## src/rtl/xfer_decode_pkg.sv

```systemverilog
// constants for the data-transfer opcode decoder
package xfer_decode_pkg;

   // ----------------------------------------
   // instruction classes
   // ----------------------------------------
   typedef enum logic [4:0] {
      CLS_NONE,
      CLS_MOV_R_RM,
      CLS_MOV_RM_R,
      CLS_MOV_I_RM,
      CLS_MOV_I_R,
      CLS_MOV_M_ACC,
      CLS_MOV_ACC_M,
      CLS_MOV_RM_SEG,
      CLS_MOV_SEG_RM,
      CLS_PUSH_M,
      CLS_PUSH_R,
      CLS_PUSH_SEG,
      CLS_PUSH_I,
      CLS_PUSH_ALL,
      CLS_POP_M,
      CLS_POP_R,
      CLS_POP_SEG,
      CLS_POP_ALL,
      CLS_EXCHANGE_OPERANDS_RM
   } insn_class_t;

   // ----------------------------------------
   // opcode patterns
   // ----------------------------------------
   localparam logic [6:0] OPC_MOV_R_RM   = 7'h44;
   localparam logic [6:0] OPC_MOV_RM_R   = 7'h45;
   localparam logic [6:0] OPC_MOV_I_RM   = 7'h63;
   localparam logic [3:0] OPC_MOV_I_R    = 4'hB;
   localparam logic [6:0] OPC_MOV_M_ACC  = 7'h50;
   localparam logic [6:0] OPC_MOV_ACC_M  = 7'h51;
   localparam logic [7:0] OPC_MOV_RM_SEG = 8'h8E;
   localparam logic [7:0] OPC_MOV_SEG_RM = 8'h8C;
   localparam logic [7:0] OPC_GRP_FF     = 8'hFF;
   localparam logic [4:0] OPC_PUSH_R     = 5'h0A;
   localparam logic [4:0] OPC_POP_R      = 5'h0B;
   localparam logic [2:0] OPC_SEG_HI     = 3'h0;
   localparam logic [2:0] OPC_PUSH_SEG_LO = 3'h6;
   localparam logic [2:0] OPC_POP_SEG_LO  = 3'h7;
   localparam logic [5:0] OPC_PUSH_I     = 6'h1A;
   localparam logic [7:0] OPC_PUSH_ALL   = 8'h60;
   localparam logic [7:0] OPC_POP_ALL    = 8'h61;
   localparam logic [7:0] OPC_POP_M      = 8'h8F;
   localparam logic [6:0] OPC_EXCHANGE_OPERANDS_RM    = 7'h43;

   localparam logic [2:0] REG_FIELD_ZERO = 3'h0;
   localparam logic [2:0] REG_FIELD_PUSH = 3'h6;
   localparam logic [1:0] SEG_NO_POP     = 2'h1;
   localparam logic [1:0] MOD_REGISTER   = 2'h3;

   // ----------------------------------------
   // minimum clock counts
   // ----------------------------------------
   localparam logic [5:0] CLK_MOV_R_RM_R   = 6'd2;
   localparam logic [5:0] CLK_MOV_R_RM_M   = 6'd12;
   localparam logic [5:0] CLK_MOV_RM_R_R   = 6'd2;
   localparam logic [5:0] CLK_MOV_RM_R_M   = 6'd9;
   localparam logic [5:0] CLK_MOV_I_RM_R   = 6'd12;
   localparam logic [5:0] CLK_MOV_I_RM_M   = 6'd13;
   localparam logic [5:0] CLK_MOV_I_R_B    = 6'd3;
   localparam logic [5:0] CLK_MOV_I_R_W    = 6'd4;
   localparam logic [5:0] CLK_MOV_M_ACC    = 6'd8;
   localparam logic [5:0] CLK_MOV_ACC_M    = 6'd9;
   localparam logic [5:0] CLK_MOV_RM_SEG_R = 6'd2;
   localparam logic [5:0] CLK_MOV_RM_SEG_M = 6'd9;
   localparam logic [5:0] CLK_MOV_SEG_RM_R = 6'd2;
   localparam logic [5:0] CLK_MOV_SEG_RM_M = 6'd11;
   localparam logic [5:0] CLK_PUSH_M       = 6'd16;
   localparam logic [5:0] CLK_PUSH_R       = 6'd10;
   localparam logic [5:0] CLK_PUSH_SEG     = 6'd9;
   localparam logic [5:0] CLK_PUSH_I       = 6'd10;
   localparam logic [5:0] CLK_PUSH_ALL     = 6'd36;
   localparam logic [5:0] CLK_POP_M        = 6'd20;
   localparam logic [5:0] CLK_POP_R        = 6'd10;
   localparam logic [5:0] CLK_POP_SEG      = 6'd8;
   localparam logic [5:0] CLK_POP_ALL      = 6'd51;
   localparam logic [5:0] CLK_EXCHANGE_OPERANDS_R       = 6'd4;
   localparam logic [5:0] CLK_EXCHANGE_OPERANDS_M       = 6'd17;

endpackage : xfer_decode_pkg

```

## src/rtl/data_transfer_opcode_decoder.sv

```systemverilog
// byte-serial decoder for data-transfer instructions with minimum clock counts
// Behaviour
// [RULE1] 1000100w + modrm: register to reg/mem move, 2 or 12 clocks.
// [RULE2] 1000101w + modrm: reg/mem to register move, 2 or 9 clocks.
// [RULE3] 1100011w, reg 000, one or two data bytes: immediate to reg/mem, 12-13.
// [RULE4] 1011 w reg, data bytes per w: immediate to register, 3 or 4 clocks.
// [RULE5] 1010000w, address low/high: memory to accumulator, 8 clocks.
// [RULE6] 1010001w, address low/high: accumulator to memory, 9 clocks.
// [RULE7] 10001110, reg 0 seg: reg/mem to segment register, 2 or 9 clocks.
// [RULE8] 10001100, reg 0 seg: segment register to reg/mem, 2 or 11 clocks.
// [RULE9] 11111111 with reg 110: push memory operand, 16 clocks.
// [RULE10] 01010 reg: push general register, 10 clocks.
// [RULE11] 000 seg 110: push segment register, 9 clocks.
// [RULE12] 011010 s 0: push immediate, 10 clocks, second byte only if s clear.
// [RULE13] 01100000: save all registers on stack, 36 clocks minimum.
// [RULE14] 10001111 with reg 000: pop into memory, 20 clocks.
// [RULE15] 01011 reg: pop into general register, 10 clocks.
// [RULE16] 000 seg 111: pop into segment register, 8 clocks; segment 01 excluded.
// [RULE17] 01100001: restore all registers from stack, 51 clocks minimum.
// [RULE18] 1000011w + modrm: exchange register with reg/mem, 4 or 17 clocks.
// [RULE19] width bit 0 means byte, 1 means word; sets width and immediate length.
// [RULE20] two counts: first for register operand, second for memory operand.
module data_transfer_opcode_decoder
   import xfer_decode_pkg::*;
(
   // clock and reset
   input  wire logic       clk,
   input  wire logic       srst,
   // prefetched instruction bytes
   input  wire logic [7:0] byteData,
   input  wire logic       byteValid,
   output logic            byteReady,
   // decoded instruction
   output logic            insnValid,
   output insn_class_t     insnClass,
   output logic            insnWide,
   output logic            insnMem,
   output logic [2:0]      insnRegNo,
   output logic [7:0]      insnModRm,
   output logic [15:0]     insnImm,
   output logic [15:0]     insnAddr,
   output logic [5:0]      insnClocks,
   output logic            insnIllegal,
   // completion from execution side
   input  wire logic       insnTaken
);

   // ----------------------------------------
   // fetch sequencer
   // ----------------------------------------
   typedef enum logic [2:0] {
      ST_OPCODE,
      ST_MODRM,
      ST_DISP,
      ST_TAIL,
      ST_HOLD
   } fetch_state_t;

   fetch_state_t stateReg, stateNext;
   logic [7:0]   opReg;
   logic [7:0]   modRmReg;
   logic [1:0]   dispLeftReg;
   logic [1:0]   tailLeftReg;
   logic         tailIsAddrReg;
   logic [15:0]  tailDataReg;
   logic         tailHiReg;

   // classification of the opcode byte on the bus or the latched one
   wire          inOpcode   = stateReg == ST_OPCODE;
   wire [7:0]    opSel      = inOpcode ? byteData : opReg;
   wire [7:0]    modRmSel   = (stateReg == ST_MODRM) ? byteData : modRmReg;
   insn_class_t  clsW;
   wire          needsModRmW;
   wire          wideW;
   wire [1:0]    immBytesW;
   wire [1:0]    addrBytesW;

   first_byte_classifier u_classify (
      .opByte     (opSel),
      .modRmByte  (modRmSel),
      .insnClass  (clsW),
      .needsModRm (needsModRmW),
      .isWide     (wideW),
      .immBytes   (immBytesW),
      .addrBytes  (addrBytesW)
   );

   // mod field 11 picks a register, anything else memory
   wire          memW       = needsModRmW && (modRmSel[7:6] != MOD_REGISTER);     // RULE20
   wire [1:0]    dispBytesW = !memW ? 2'd0 :
                              (modRmSel[7:6] == 2'd2) ? 2'd2 :
                              (modRmSel[7:6] == 2'd1) ? 2'd1 :
                              (modRmSel[2:0] == 3'd6) ? 2'd2 : 2'd0;
   wire [5:0]    clocksW;

   clock_count_table u_clocks (
      .insnClass  (clsW),
      .memOperand (memW),
      .isWide     (wideW),
      .clocks     (clocksW)
   );

   wire          byteFire   = byteValid && byteReady;
   wire [1:0]    tailW      = immBytesW + addrBytesW;
   wire          holdDone   = insnValid && insnTaken;
   wire          lastTail   = tailLeftReg == 2'd1;

   // ----------------------------------------
   // next state
   // ----------------------------------------
   always_comb begin
      stateNext = stateReg;
      unique case (stateReg)
         ST_OPCODE: begin
            if (byteFire) begin
               if (needsModRmW)
                  stateNext = ST_MODRM;
               else if (tailW != 2'd0)
                  stateNext = ST_TAIL;
               else
                  stateNext = ST_HOLD;
            end
         end
         ST_MODRM: begin
            if (byteFire) begin
               if (dispBytesW != 2'd0)
                  stateNext = ST_DISP;
               else if (tailW != 2'd0)
                  stateNext = ST_TAIL;
               else
                  stateNext = ST_HOLD;
            end
         end
         ST_DISP: begin
            if (byteFire && dispLeftReg == 2'd1)
               stateNext = (tailW != 2'd0) ? ST_TAIL : ST_HOLD;
         end
         ST_TAIL: begin
            if (byteFire && lastTail)
               stateNext = ST_HOLD;
         end
         ST_HOLD: begin
            if (holdDone)
               stateNext = ST_OPCODE;
         end
         default: stateNext = ST_OPCODE;
      endcase
   end

   // ----------------------------------------
   // byte latches
   // ----------------------------------------
   always_ff @(posedge clk) begin
      if (srst) begin
         stateReg  <= ST_OPCODE;
         byteReady <= 1'b1;
         opReg     <= 8'h00;
         modRmReg  <= 8'h00;
      end else begin
         stateReg  <= stateNext;
         // registered copy of the hold decode, so the queue sees a clean level
         byteReady <= stateNext != ST_HOLD;
         if (byteFire && inOpcode)
            opReg <= byteData;
         if (byteFire && stateReg == ST_MODRM)
            modRmReg <= byteData;
      end
   end

   // displacement bytes are consumed but not kept; the address unit owns them
   always_ff @(posedge clk) begin
      if (srst) begin
         dispLeftReg <= 2'd0;
      end else if (byteFire && stateReg == ST_MODRM) begin
         dispLeftReg <= dispBytesW;
      end else if (byteFire && stateReg == ST_DISP) begin
         dispLeftReg <= dispLeftReg - 2'd1;
      end
   end

   // immediate or direct address, low byte first
   always_ff @(posedge clk) begin
      if (srst) begin
         tailLeftReg   <= 2'd0;
         tailIsAddrReg <= 1'b0;
         tailDataReg   <= 16'h0000;
         tailHiReg     <= 1'b0;
      end else if (byteFire && (inOpcode || stateReg == ST_MODRM)) begin
         tailLeftReg   <= tailW;                                         // RULE3 RULE4 RULE12
         tailIsAddrReg <= addrBytesW != 2'd0;                            // RULE5 RULE6
         tailDataReg   <= 16'h0000;
         tailHiReg     <= 1'b0;
      end else if (byteFire && stateReg == ST_TAIL) begin
         tailLeftReg <= tailLeftReg - 2'd1;
         tailHiReg   <= 1'b1;
         if (tailHiReg)
            tailDataReg[15:8] <= byteData;
         else
            tailDataReg <= {{8{byteData[7]}}, byteData};                 // RULE12
      end
   end

   // ----------------------------------------
   // decoded outputs
   // ----------------------------------------
   wire          finishing = byteFire && stateNext == ST_HOLD;
   wire [15:0]   tailFinal = (stateReg != ST_TAIL) ? tailDataReg :
                             tailHiReg ? {byteData, tailDataReg[7:0]} :
                             {{8{byteData[7]}}, byteData};
   wire          zeroExt   = !wideW && !tailIsAddrReg;                   // RULE19
   wire [15:0]   immFinal  = zeroExt ? {8'h00, tailFinal[7:0]} : tailFinal;
   wire [2:0]    regNoW    = needsModRmW ? modRmSel[5:3] :
                             (clsW == CLS_PUSH_SEG || clsW == CLS_POP_SEG) ? {1'b0, opSel[4:3]} :
                             opSel[2:0];

   always_ff @(posedge clk) begin
      if (srst) begin
         insnValid   <= 1'b0;
         insnClass   <= CLS_NONE;
         insnWide    <= 1'b0;
         insnMem     <= 1'b0;
         insnRegNo   <= 3'h0;
         insnModRm   <= 8'h00;
         insnImm     <= 16'h0000;
         insnAddr    <= 16'h0000;
         insnClocks  <= 6'h00;
         insnIllegal <= 1'b0;
      end else if (finishing) begin
         insnValid   <= 1'b1;
         insnClass   <= clsW;
         insnWide    <= wideW;                                           // RULE19
         insnMem     <= memW | (addrBytesW != 2'd0);
         insnRegNo   <= regNoW;
         insnModRm   <= needsModRmW ? modRmSel : 8'h00;
         insnImm     <= tailIsAddrReg ? 16'h0000 : immFinal;
         insnAddr    <= tailIsAddrReg ? tailFinal : 16'h0000;            // RULE5 RULE6
         insnClocks  <= clocksW;                                         // RULE20
         insnIllegal <= clsW == CLS_NONE;
      end else if (holdDone) begin
         insnValid <= 1'b0;
      end
   end
endmodule : data_transfer_opcode_decoder

```

## src/rtl/first_byte_classifier.sv

```systemverilog
// combinational classification of an opcode byte and its optional addressing byte
module first_byte_classifier
   import xfer_decode_pkg::*;
(
   // opcode and addressing byte
   input  wire logic [7:0] opByte,
   input  wire logic [7:0] modRmByte,
   // classification
   output insn_class_t     insnClass,
   output logic            needsModRm,
   output logic            isWide,
   output logic [1:0]      immBytes,
   output logic [1:0]      addrBytes
);

   wire [2:0] regField = modRmByte[5:3];
   wire       wBit     = opByte[0];

   wire isMovRRm   = opByte[7:1] == OPC_MOV_R_RM;
   wire isMovRmR   = opByte[7:1] == OPC_MOV_RM_R;
   wire isMovIRm   = opByte[7:1] == OPC_MOV_I_RM;
   wire isMovIR    = opByte[7:4] == OPC_MOV_I_R;
   wire isMovMAcc  = opByte[7:1] == OPC_MOV_M_ACC;
   wire isMovAccM  = opByte[7:1] == OPC_MOV_ACC_M;
   wire isMovRmSeg = opByte == OPC_MOV_RM_SEG;
   wire isMovSegRm = opByte == OPC_MOV_SEG_RM;
   wire isGrpFf    = opByte == OPC_GRP_FF;
   wire isPushR    = opByte[7:3] == OPC_PUSH_R;
   wire isPopR     = opByte[7:3] == OPC_POP_R;
   wire isPushSeg  = opByte[7:5] == OPC_SEG_HI && opByte[2:0] == OPC_PUSH_SEG_LO;
   wire isPopSeg   = opByte[7:5] == OPC_SEG_HI && opByte[2:0] == OPC_POP_SEG_LO
                     && opByte[4:3] != SEG_NO_POP;
   wire isPushI    = opByte[7:2] == OPC_PUSH_I && !opByte[0];
   wire isPushAll  = opByte == OPC_PUSH_ALL;
   wire isPopAll   = opByte == OPC_POP_ALL;
   wire isPopM     = opByte == OPC_POP_M;
   wire isXchg     = opByte[7:1] == OPC_EXCHANGE_OPERANDS_RM;

   // the reg-field checks need the second byte; needsModRm lets the caller know it matters
   always_comb begin
      insnClass = CLS_NONE;
      if (isMovRRm)                                      insnClass = CLS_MOV_R_RM;   // RULE1
      else if (isMovRmR)                                 insnClass = CLS_MOV_RM_R;   // RULE2
      else if (isMovIRm && regField == REG_FIELD_ZERO)   insnClass = CLS_MOV_I_RM;   // RULE3
      else if (isMovIR)                                  insnClass = CLS_MOV_I_R;    // RULE4
      else if (isMovMAcc)                                insnClass = CLS_MOV_M_ACC;  // RULE5
      else if (isMovAccM)                                insnClass = CLS_MOV_ACC_M;  // RULE6
      else if (isMovRmSeg && !regField[2])               insnClass = CLS_MOV_RM_SEG; // RULE7
      else if (isMovSegRm && !regField[2])               insnClass = CLS_MOV_SEG_RM; // RULE8
      else if (isGrpFf && regField == REG_FIELD_PUSH)    insnClass = CLS_PUSH_M;     // RULE9
      else if (isPushR)                                  insnClass = CLS_PUSH_R;     // RULE10
      else if (isPushSeg)                                insnClass = CLS_PUSH_SEG;   // RULE11
      else if (isPushI)                                  insnClass = CLS_PUSH_I;     // RULE12
      else if (isPushAll)                                insnClass = CLS_PUSH_ALL;   // RULE13
      else if (isPopM && regField == REG_FIELD_ZERO)     insnClass = CLS_POP_M;      // RULE14
      else if (isPopR)                                   insnClass = CLS_POP_R;      // RULE15
      else if (isPopSeg)                                 insnClass = CLS_POP_SEG;    // RULE16
      else if (isPopAll)                                 insnClass = CLS_POP_ALL;    // RULE17
      else if (isXchg)                                   insnClass = CLS_EXCHANGE_OPERANDS_RM;    // RULE18
   end

   assign needsModRm = isMovRRm | isMovRmR | isMovIRm | isMovRmSeg | isMovSegRm
                       | isGrpFf | isPopM | isXchg;

   // push-immediate has no width bit: it is always a word push
   assign isWide = isMovIR ? opByte[3] : (isPushI | isPushAll | isPopAll | isPushR | isPopR
                   | isPushSeg | isPopSeg | isGrpFf | isPopM | isMovRmSeg | isMovSegRm) ? 1'b1
                   : wBit;   // RULE19

   assign immBytes  = isMovIRm ? (wBit ? 2'd2 : 2'd1) :                       // RULE3 RULE19
                      isMovIR  ? (opByte[3] ? 2'd2 : 2'd1) :                  // RULE4
                      isPushI  ? (opByte[1] ? 2'd1 : 2'd2) : 2'd0;            // RULE12
   assign addrBytes = (isMovMAcc | isMovAccM) ? 2'd2 : 2'd0;                  // RULE5 RULE6

endmodule : first_byte_classifier

```

## src/rtl/clock_count_table.sv

```systemverilog
// minimum execution clock counts per instruction class
module clock_count_table
   import xfer_decode_pkg::*;
(
   // selection
   input  insn_class_t     insnClass,
   input  wire logic       memOperand,
   input  wire logic       isWide,
   // result
   output logic [5:0]      clocks
);

   // first figure of a pair is the register form, second the memory form
   always_comb begin
      unique case (insnClass)
         CLS_MOV_R_RM:   clocks = memOperand ? CLK_MOV_R_RM_M : CLK_MOV_R_RM_R;     // RULE1 RULE20
         CLS_MOV_RM_R:   clocks = memOperand ? CLK_MOV_RM_R_M : CLK_MOV_RM_R_R;     // RULE2 RULE20
         CLS_MOV_I_RM:   clocks = memOperand ? CLK_MOV_I_RM_M : CLK_MOV_I_RM_R;     // RULE3 RULE20
         CLS_MOV_I_R:    clocks = isWide ? CLK_MOV_I_R_W : CLK_MOV_I_R_B;           // RULE4
         CLS_MOV_M_ACC:  clocks = CLK_MOV_M_ACC;                                    // RULE5
         CLS_MOV_ACC_M:  clocks = CLK_MOV_ACC_M;                                    // RULE6
         CLS_MOV_RM_SEG: clocks = memOperand ? CLK_MOV_RM_SEG_M : CLK_MOV_RM_SEG_R; // RULE7
         CLS_MOV_SEG_RM: clocks = memOperand ? CLK_MOV_SEG_RM_M : CLK_MOV_SEG_RM_R; // RULE8
         CLS_PUSH_M:     clocks = CLK_PUSH_M;                                       // RULE9
         CLS_PUSH_R:     clocks = CLK_PUSH_R;                                       // RULE10
         CLS_PUSH_SEG:   clocks = CLK_PUSH_SEG;                                     // RULE11
         CLS_PUSH_I:     clocks = CLK_PUSH_I;                                       // RULE12
         CLS_PUSH_ALL:   clocks = CLK_PUSH_ALL;                                     // RULE13
         CLS_POP_M:      clocks = CLK_POP_M;                                        // RULE14
         CLS_POP_R:      clocks = CLK_POP_R;                                        // RULE15
         CLS_POP_SEG:    clocks = CLK_POP_SEG;                                      // RULE16
         CLS_POP_ALL:    clocks = CLK_POP_ALL;                                      // RULE17
         CLS_EXCHANGE_OPERANDS_RM:    clocks = memOperand ? CLK_EXCHANGE_OPERANDS_M : CLK_EXCHANGE_OPERANDS_R;             // RULE18 RULE20
         default:        clocks = 6'h00;
      endcase
   end

endmodule : clock_count_table

```

## config.mk

```make
export PLATFORM = sky130hd
export DESIGN_NAME = data_transfer_opcode_decoder
export DESIGN_NICKNAME = d
export VERILOG_FILES = /design/src/rtl/xfer_decode_pkg.sv /design/src/rtl/data_transfer_opcode_decoder.sv /design/src/rtl/first_byte_classifier.sv /design/src/rtl/clock_count_table.sv
export SDC_FILE = /design/constraint.sdc
export NUM_CORES = 1
export LEC_CHECK = 0
export BUFFER_PORTS_ARGS = -buffer_cell sky130_fd_sc_hd__buf_2
export CAP_MARGIN = 0
export CORE_MARGIN = 1.5
export CORE_UTILIZATION = 53
export CTS_BUF_LIST = sky130_fd_sc_hd__clkbuf_4 sky130_fd_sc_hd__clkbuf_8 sky130_fd_sc_hd__clkbuf_16
export CTS_CLUSTER_SIZE = 8
export DETAILED_ROUTE_END_ITERATION = 10
export PLACE_DENSITY = 0.75
export SLEW_MARGIN = 15
export SYNTH_ARGS = -nofsm -noshare
export SYNTH_HDL_FRONTEND = slang
export SYNTH_SLANG_ARGS = --single-unit
```

## constraint.sdc

```tcl
create_clock -name clk -period 3.1 [get_ports clk]
set_input_delay 0.155 -clock clk [delete_from_list [all_inputs] [get_ports clk]]
set_output_delay 0.155 -clock clk [all_outputs]
set_load 0.005 [all_outputs]
```

==> metrics.md <==
| Metric | Value |
|---|---|
| Leakage | `2.73 nW` |
| Design Power | `3.83 mW` |
| DR vias | `5959` |
| Mapped cell area | `0.00575 mm^2` |
| PD cells | `546 mW/mm^2` |
| 1st-pass router iterations | `7` |
| Hold Path Cell Cnt | `3` |
| CTS Sinks | `100` |
| Fill cells | `872` |
| Critical Setup Path Class | `reg -> reg` |
| Commonest cells post-synth | `dfxtp_1, nor2_1, nand2_1` |
| CTS max path bufs | `2` |
| Clk slew on worst S/H paths | `0.10 ns` |
| F_max | `335 MHz` |
| Global Route Usage Sum | `31.5%` |
| Placed insts | `938` |
| Pin count of the biggest net entering global routing | `70` |
| Yosys reg bits | `100` |
| Worst Reg-to-Reg Cells | `13` |
| Top post-synthesis cells by area | `dfxtp_1, a21oi_1, mux2i_1` |
| Synth unique cells | `76` |
| Initial antenna violation count | `1` |
| Crit path DAT | `3.23 ns` |
| Crit path launch type | `flip-flop` |
| Worst Tran Pin Value | `1.15 ns` |
| CTS root buffer | `clkbuf_8` |
| Clock share of power | `25.1%` |
| Hold Vio Cnt, Final | `0` |
| Fraction of registers with async set or reset after synthesis | `0%` |
| Worst min path class | `in -> reg` |
| Sw Ratio | `36.4%` |
| Flop pwr share | `38.6%` |
| Cell Chain, Critical Path | `or3_4 -> buf_12 -> or3_4 -> o31ai_2 -> buf_4 -> nor4_4 -> a32oi_2 -> o31ai_4 -> buf_4 -> buf_12 -> buf_4 -> mux2i_1 -> nor2_1` |
| Crit path time final | `2.99 ns` |
| Hpwl dp | `13300 um` |
| Die Ht | `107 um` |
| Mean Syn Cell Area | `7.89 um^2` |
| Clock latency on the worst-skew pair | `0.39 ns` |
| Ports | `71` |
| Vias per cell | `6.19` |
| IO buf count | `70` |
| N_diodes | `0` |
| Share of cells above drive strength 1 | `24.2%` |
| # rows | `37` |
| Gr ovfl total | `0` |
| H-tree Lvls | `3` |
| DRT antenna net count | `0` |
| Syn Inst Count | `728` |
| Nets | `836` |
| Core Box Area | `0.0104 mm^2` |
| Critical Path Slowest Stage Cell | `or3_4` |
| Count leader, synth | `dfxtp_1` |
| Routability Congestion | `0.979` |
| Post-synth top area cell | `dfxtp_1` |
| DR DRC count | `0` |
| DR WL/cell | `19.0 um` |
| Area Overhead vs Synth | `22.1%` |
| Largest fanout on the critical path | `29` |
| Setup_tns | `0 ns` |
| Number of global-route vias before repair | `5404` |
| Ys flop type | `dfxtp_1` |
| Final Util | `67.4%` |
| Max stage delay on crit path | `0.40 ns` |
| Num CTS Buffers | `9` |
| Die Span X | `107 um` |
| Family with the most delay on the worst path | `simple AND/OR/NAND/NOR gates` |
| Worst Path Required | `3.35 ns` |
| Setup-failing EPs final | `0` |
| Yosys warnings | `0` |
| RR Startpoint | `stateReg[1]$_SDFF_PP0_` |
| RSZ-0062 raised after global routing | `no` |
| Initial drt markers | `548` |
| Reg2Reg Setup Slack | `0.11 ns` |
| Int Power | `2.44 mW` |
| Final Max Slew Viols | `0` |
| WP buf/inv | `5` |
| Status | `complete, no violations` |
| Combinational Power Share | `36.3%` |
| Seq/Total Area, Yosys | `34.8%` |
| Initial Util | `55.2%` |
| Hold Crit Start | `byteData[0]` |
| Clock skew | `0.0104 ns` |
| Max_cap viols | `0` |
| FF-to-FF End | `insnImm[0]$_SDFFE_PP0P_` |
| CP endpoint kind | `flip-flop` |
| CTS tree | `built` |
| Worst rel slew slack | `23.4%` |
| Global-route wire length before repair | `28100 um` |
| Non-Filler Instances | `963` |
| Hold-critical path endpoint | `opReg[0]$_SDFFE_PP0P_` |
| Synth top area share | `34.8%` |
| DIE AREA | `0.0115 mm^2` |
| Most used cell along the critical path | `buf_4` |
| Post-synth net total | `742` |
| Number of synthesized flops with an enable pin | `0` |
| Maximum vdd drop | `0.349 mV` |
| Final wirelength | `18300 um` |
| Period Utilization, post-route | `96.3%` |
| Switching power | `1.39 mW` |
## sequential cells by signal, summed over array words and instances, names as in the netlist
| signal | flops |
|---|---|
| opReg | 8 |
| insnRegNo | 3 |
| insnIllegal | 1 |
| insnClass | 5 |
| insnWide | 1 |
| tailHiReg | 1 |
| byteReady | 1 |
| tailLeftReg | 2 |
| stateReg | 3 |
| insnValid | 1 |
| tailDataReg | 16 |
| tailIsAddrReg | 1 |
| insnMem | 1 |
| insnClocks | 6 |
| modRmReg | 8 |
| insnAddr | 16 |
| dispLeftReg | 2 |
| insnImm | 16 |
| insnModRm | 8 |
## per-layer routing
| metal | wire, um | GRT usage, % |
|---|---|---|
| met2 | 8390 | 49.2 |
| met4 | 407 | 11.6 |
| met5 | 0 | 0 |
| met3 | 1560 | 6.57 |
| met1 | 7970 | 42.6 |
## final cells by class
type	instances	area [um^2]	area share, %
Inverter	13	48.8	0.695
Timing Repair Buffer	149	1050	15.0
Sequential cell	100	2000	28.5
Tap cell	136	170	2.42
Multi-Input combinational cell	549	3520	50.1
Clock inverter	6	95.1	1.35
Clock buffer	10	131	1.87
## how the worst max path moves through the flow
stage	start	to	slack, ns	cells past startpoint
floorplan	stateReg[0]$_SDFF_PP0_	insnImm[2]$_SDFFE_PP0P_	0.23	12
global route	stateReg[0]$_SDFF_PP0_	insnClocks[2]$_SDFFE_PP0P_	0.002	12
global placement	stateReg[1]$_SDFF_PP0_	insnImm[15]$_SDFFE_PP0P_	0.04	11
detailed placement	stateReg[1]$_SDFF_PP0_	insnImm[15]$_SDFFE_PP0P_	-0.01	10
finish	stateReg[1]$_SDFF_PP0_	insnImm[0]$_SDFFE_PP0P_	0.11	13
CTS	stateReg[1]$_SDFF_PP0_	insnImm[15]$_SDFFE_PP0P_	0.01	10
## through the flow
| step | worst slack [ns] | hold WS (ns) | instance area [um^2] |
|---|---|---|---|
| after floorplan | 0.233 | 0.338 | 5750 |
| after global placement | 0.0376 | 0.441 | 6580 |
| after detailed placement | -0.0146 | 0.446 | 6580 |
| after CTS | 0.00999 | 0.0522 | 6810 |
| after global routing | 0.00157 | 0.0683 | 7020 |
| final | 0.113 | 0.0579 | 7020 |
## kinds of logic (layout without fill, tap and decap cells)
group / count (synthesis) / in the layout / synth area share (%)
simple gates: 309 / 309 / 28.0
compound gates: 195 / 195 / 23.0
flops: 100 / 100 / 34.8
buf+inv: 79 / 178 / 5.90
mux: 41 / 41 / 7.51
fa+ha+maj: 2 / 2 / 0.435
xor+xnor: 2 / 2 / 0.305
## worst register-to-register path: stages (launching register included)
cell     delay [ns]
dfxtp_1        0.34
or3_4          0.40
buf_12         0.18
or3_4          0.39
o31ai_2        0.20
buf_4          0.16
nor4_4         0.06
a32oi_2        0.31
o31ai_4        0.12
buf_4          0.16
buf_12         0.12
buf_4          0.19
mux2i_1        0.18
nor2_1         0.06
## power by group through the flow
stage / sequential (mW) / combinational [mW] / clock, mW
floorplan: 1.45 / 0.837 / 0
finish: 1.48 / 1.39 / 0.962
detailed placement: 1.50 / 1.22 / 0
CTS: 1.47 / 1.23 / 0.976
global route: 1.49 / 1.49 / 1.02
global placement: 1.50 / 1.21 / 0
## cell usage in the layout (no fill, tap or decap), drive strengths merged, types with 9 or more instances in the layout
cell type  synthesis  routed
a211oi            24      24
a21oi             73      73
buf               19     147
clkbuf            47      12
dfxtp            100     100
inv               13      15
mux2i             34      34
nand2             76      76
nand3             37      37
nand3b            20      20
nand4              9       9
nor2              80      80
nor2b             15      15
nor3              16      16
o21a              10      10
o21ai             16      16
## repair_timing
item                                    CTS  global route
resized for setup                         1            21
endpoints found under the setup margin    1            15
hold buffers                              0             0
pin swaps                                 1             5
buffers inserted                          0             7
cloned                                    0             2
Note: power is estimated with default switching activity, not from simulation.
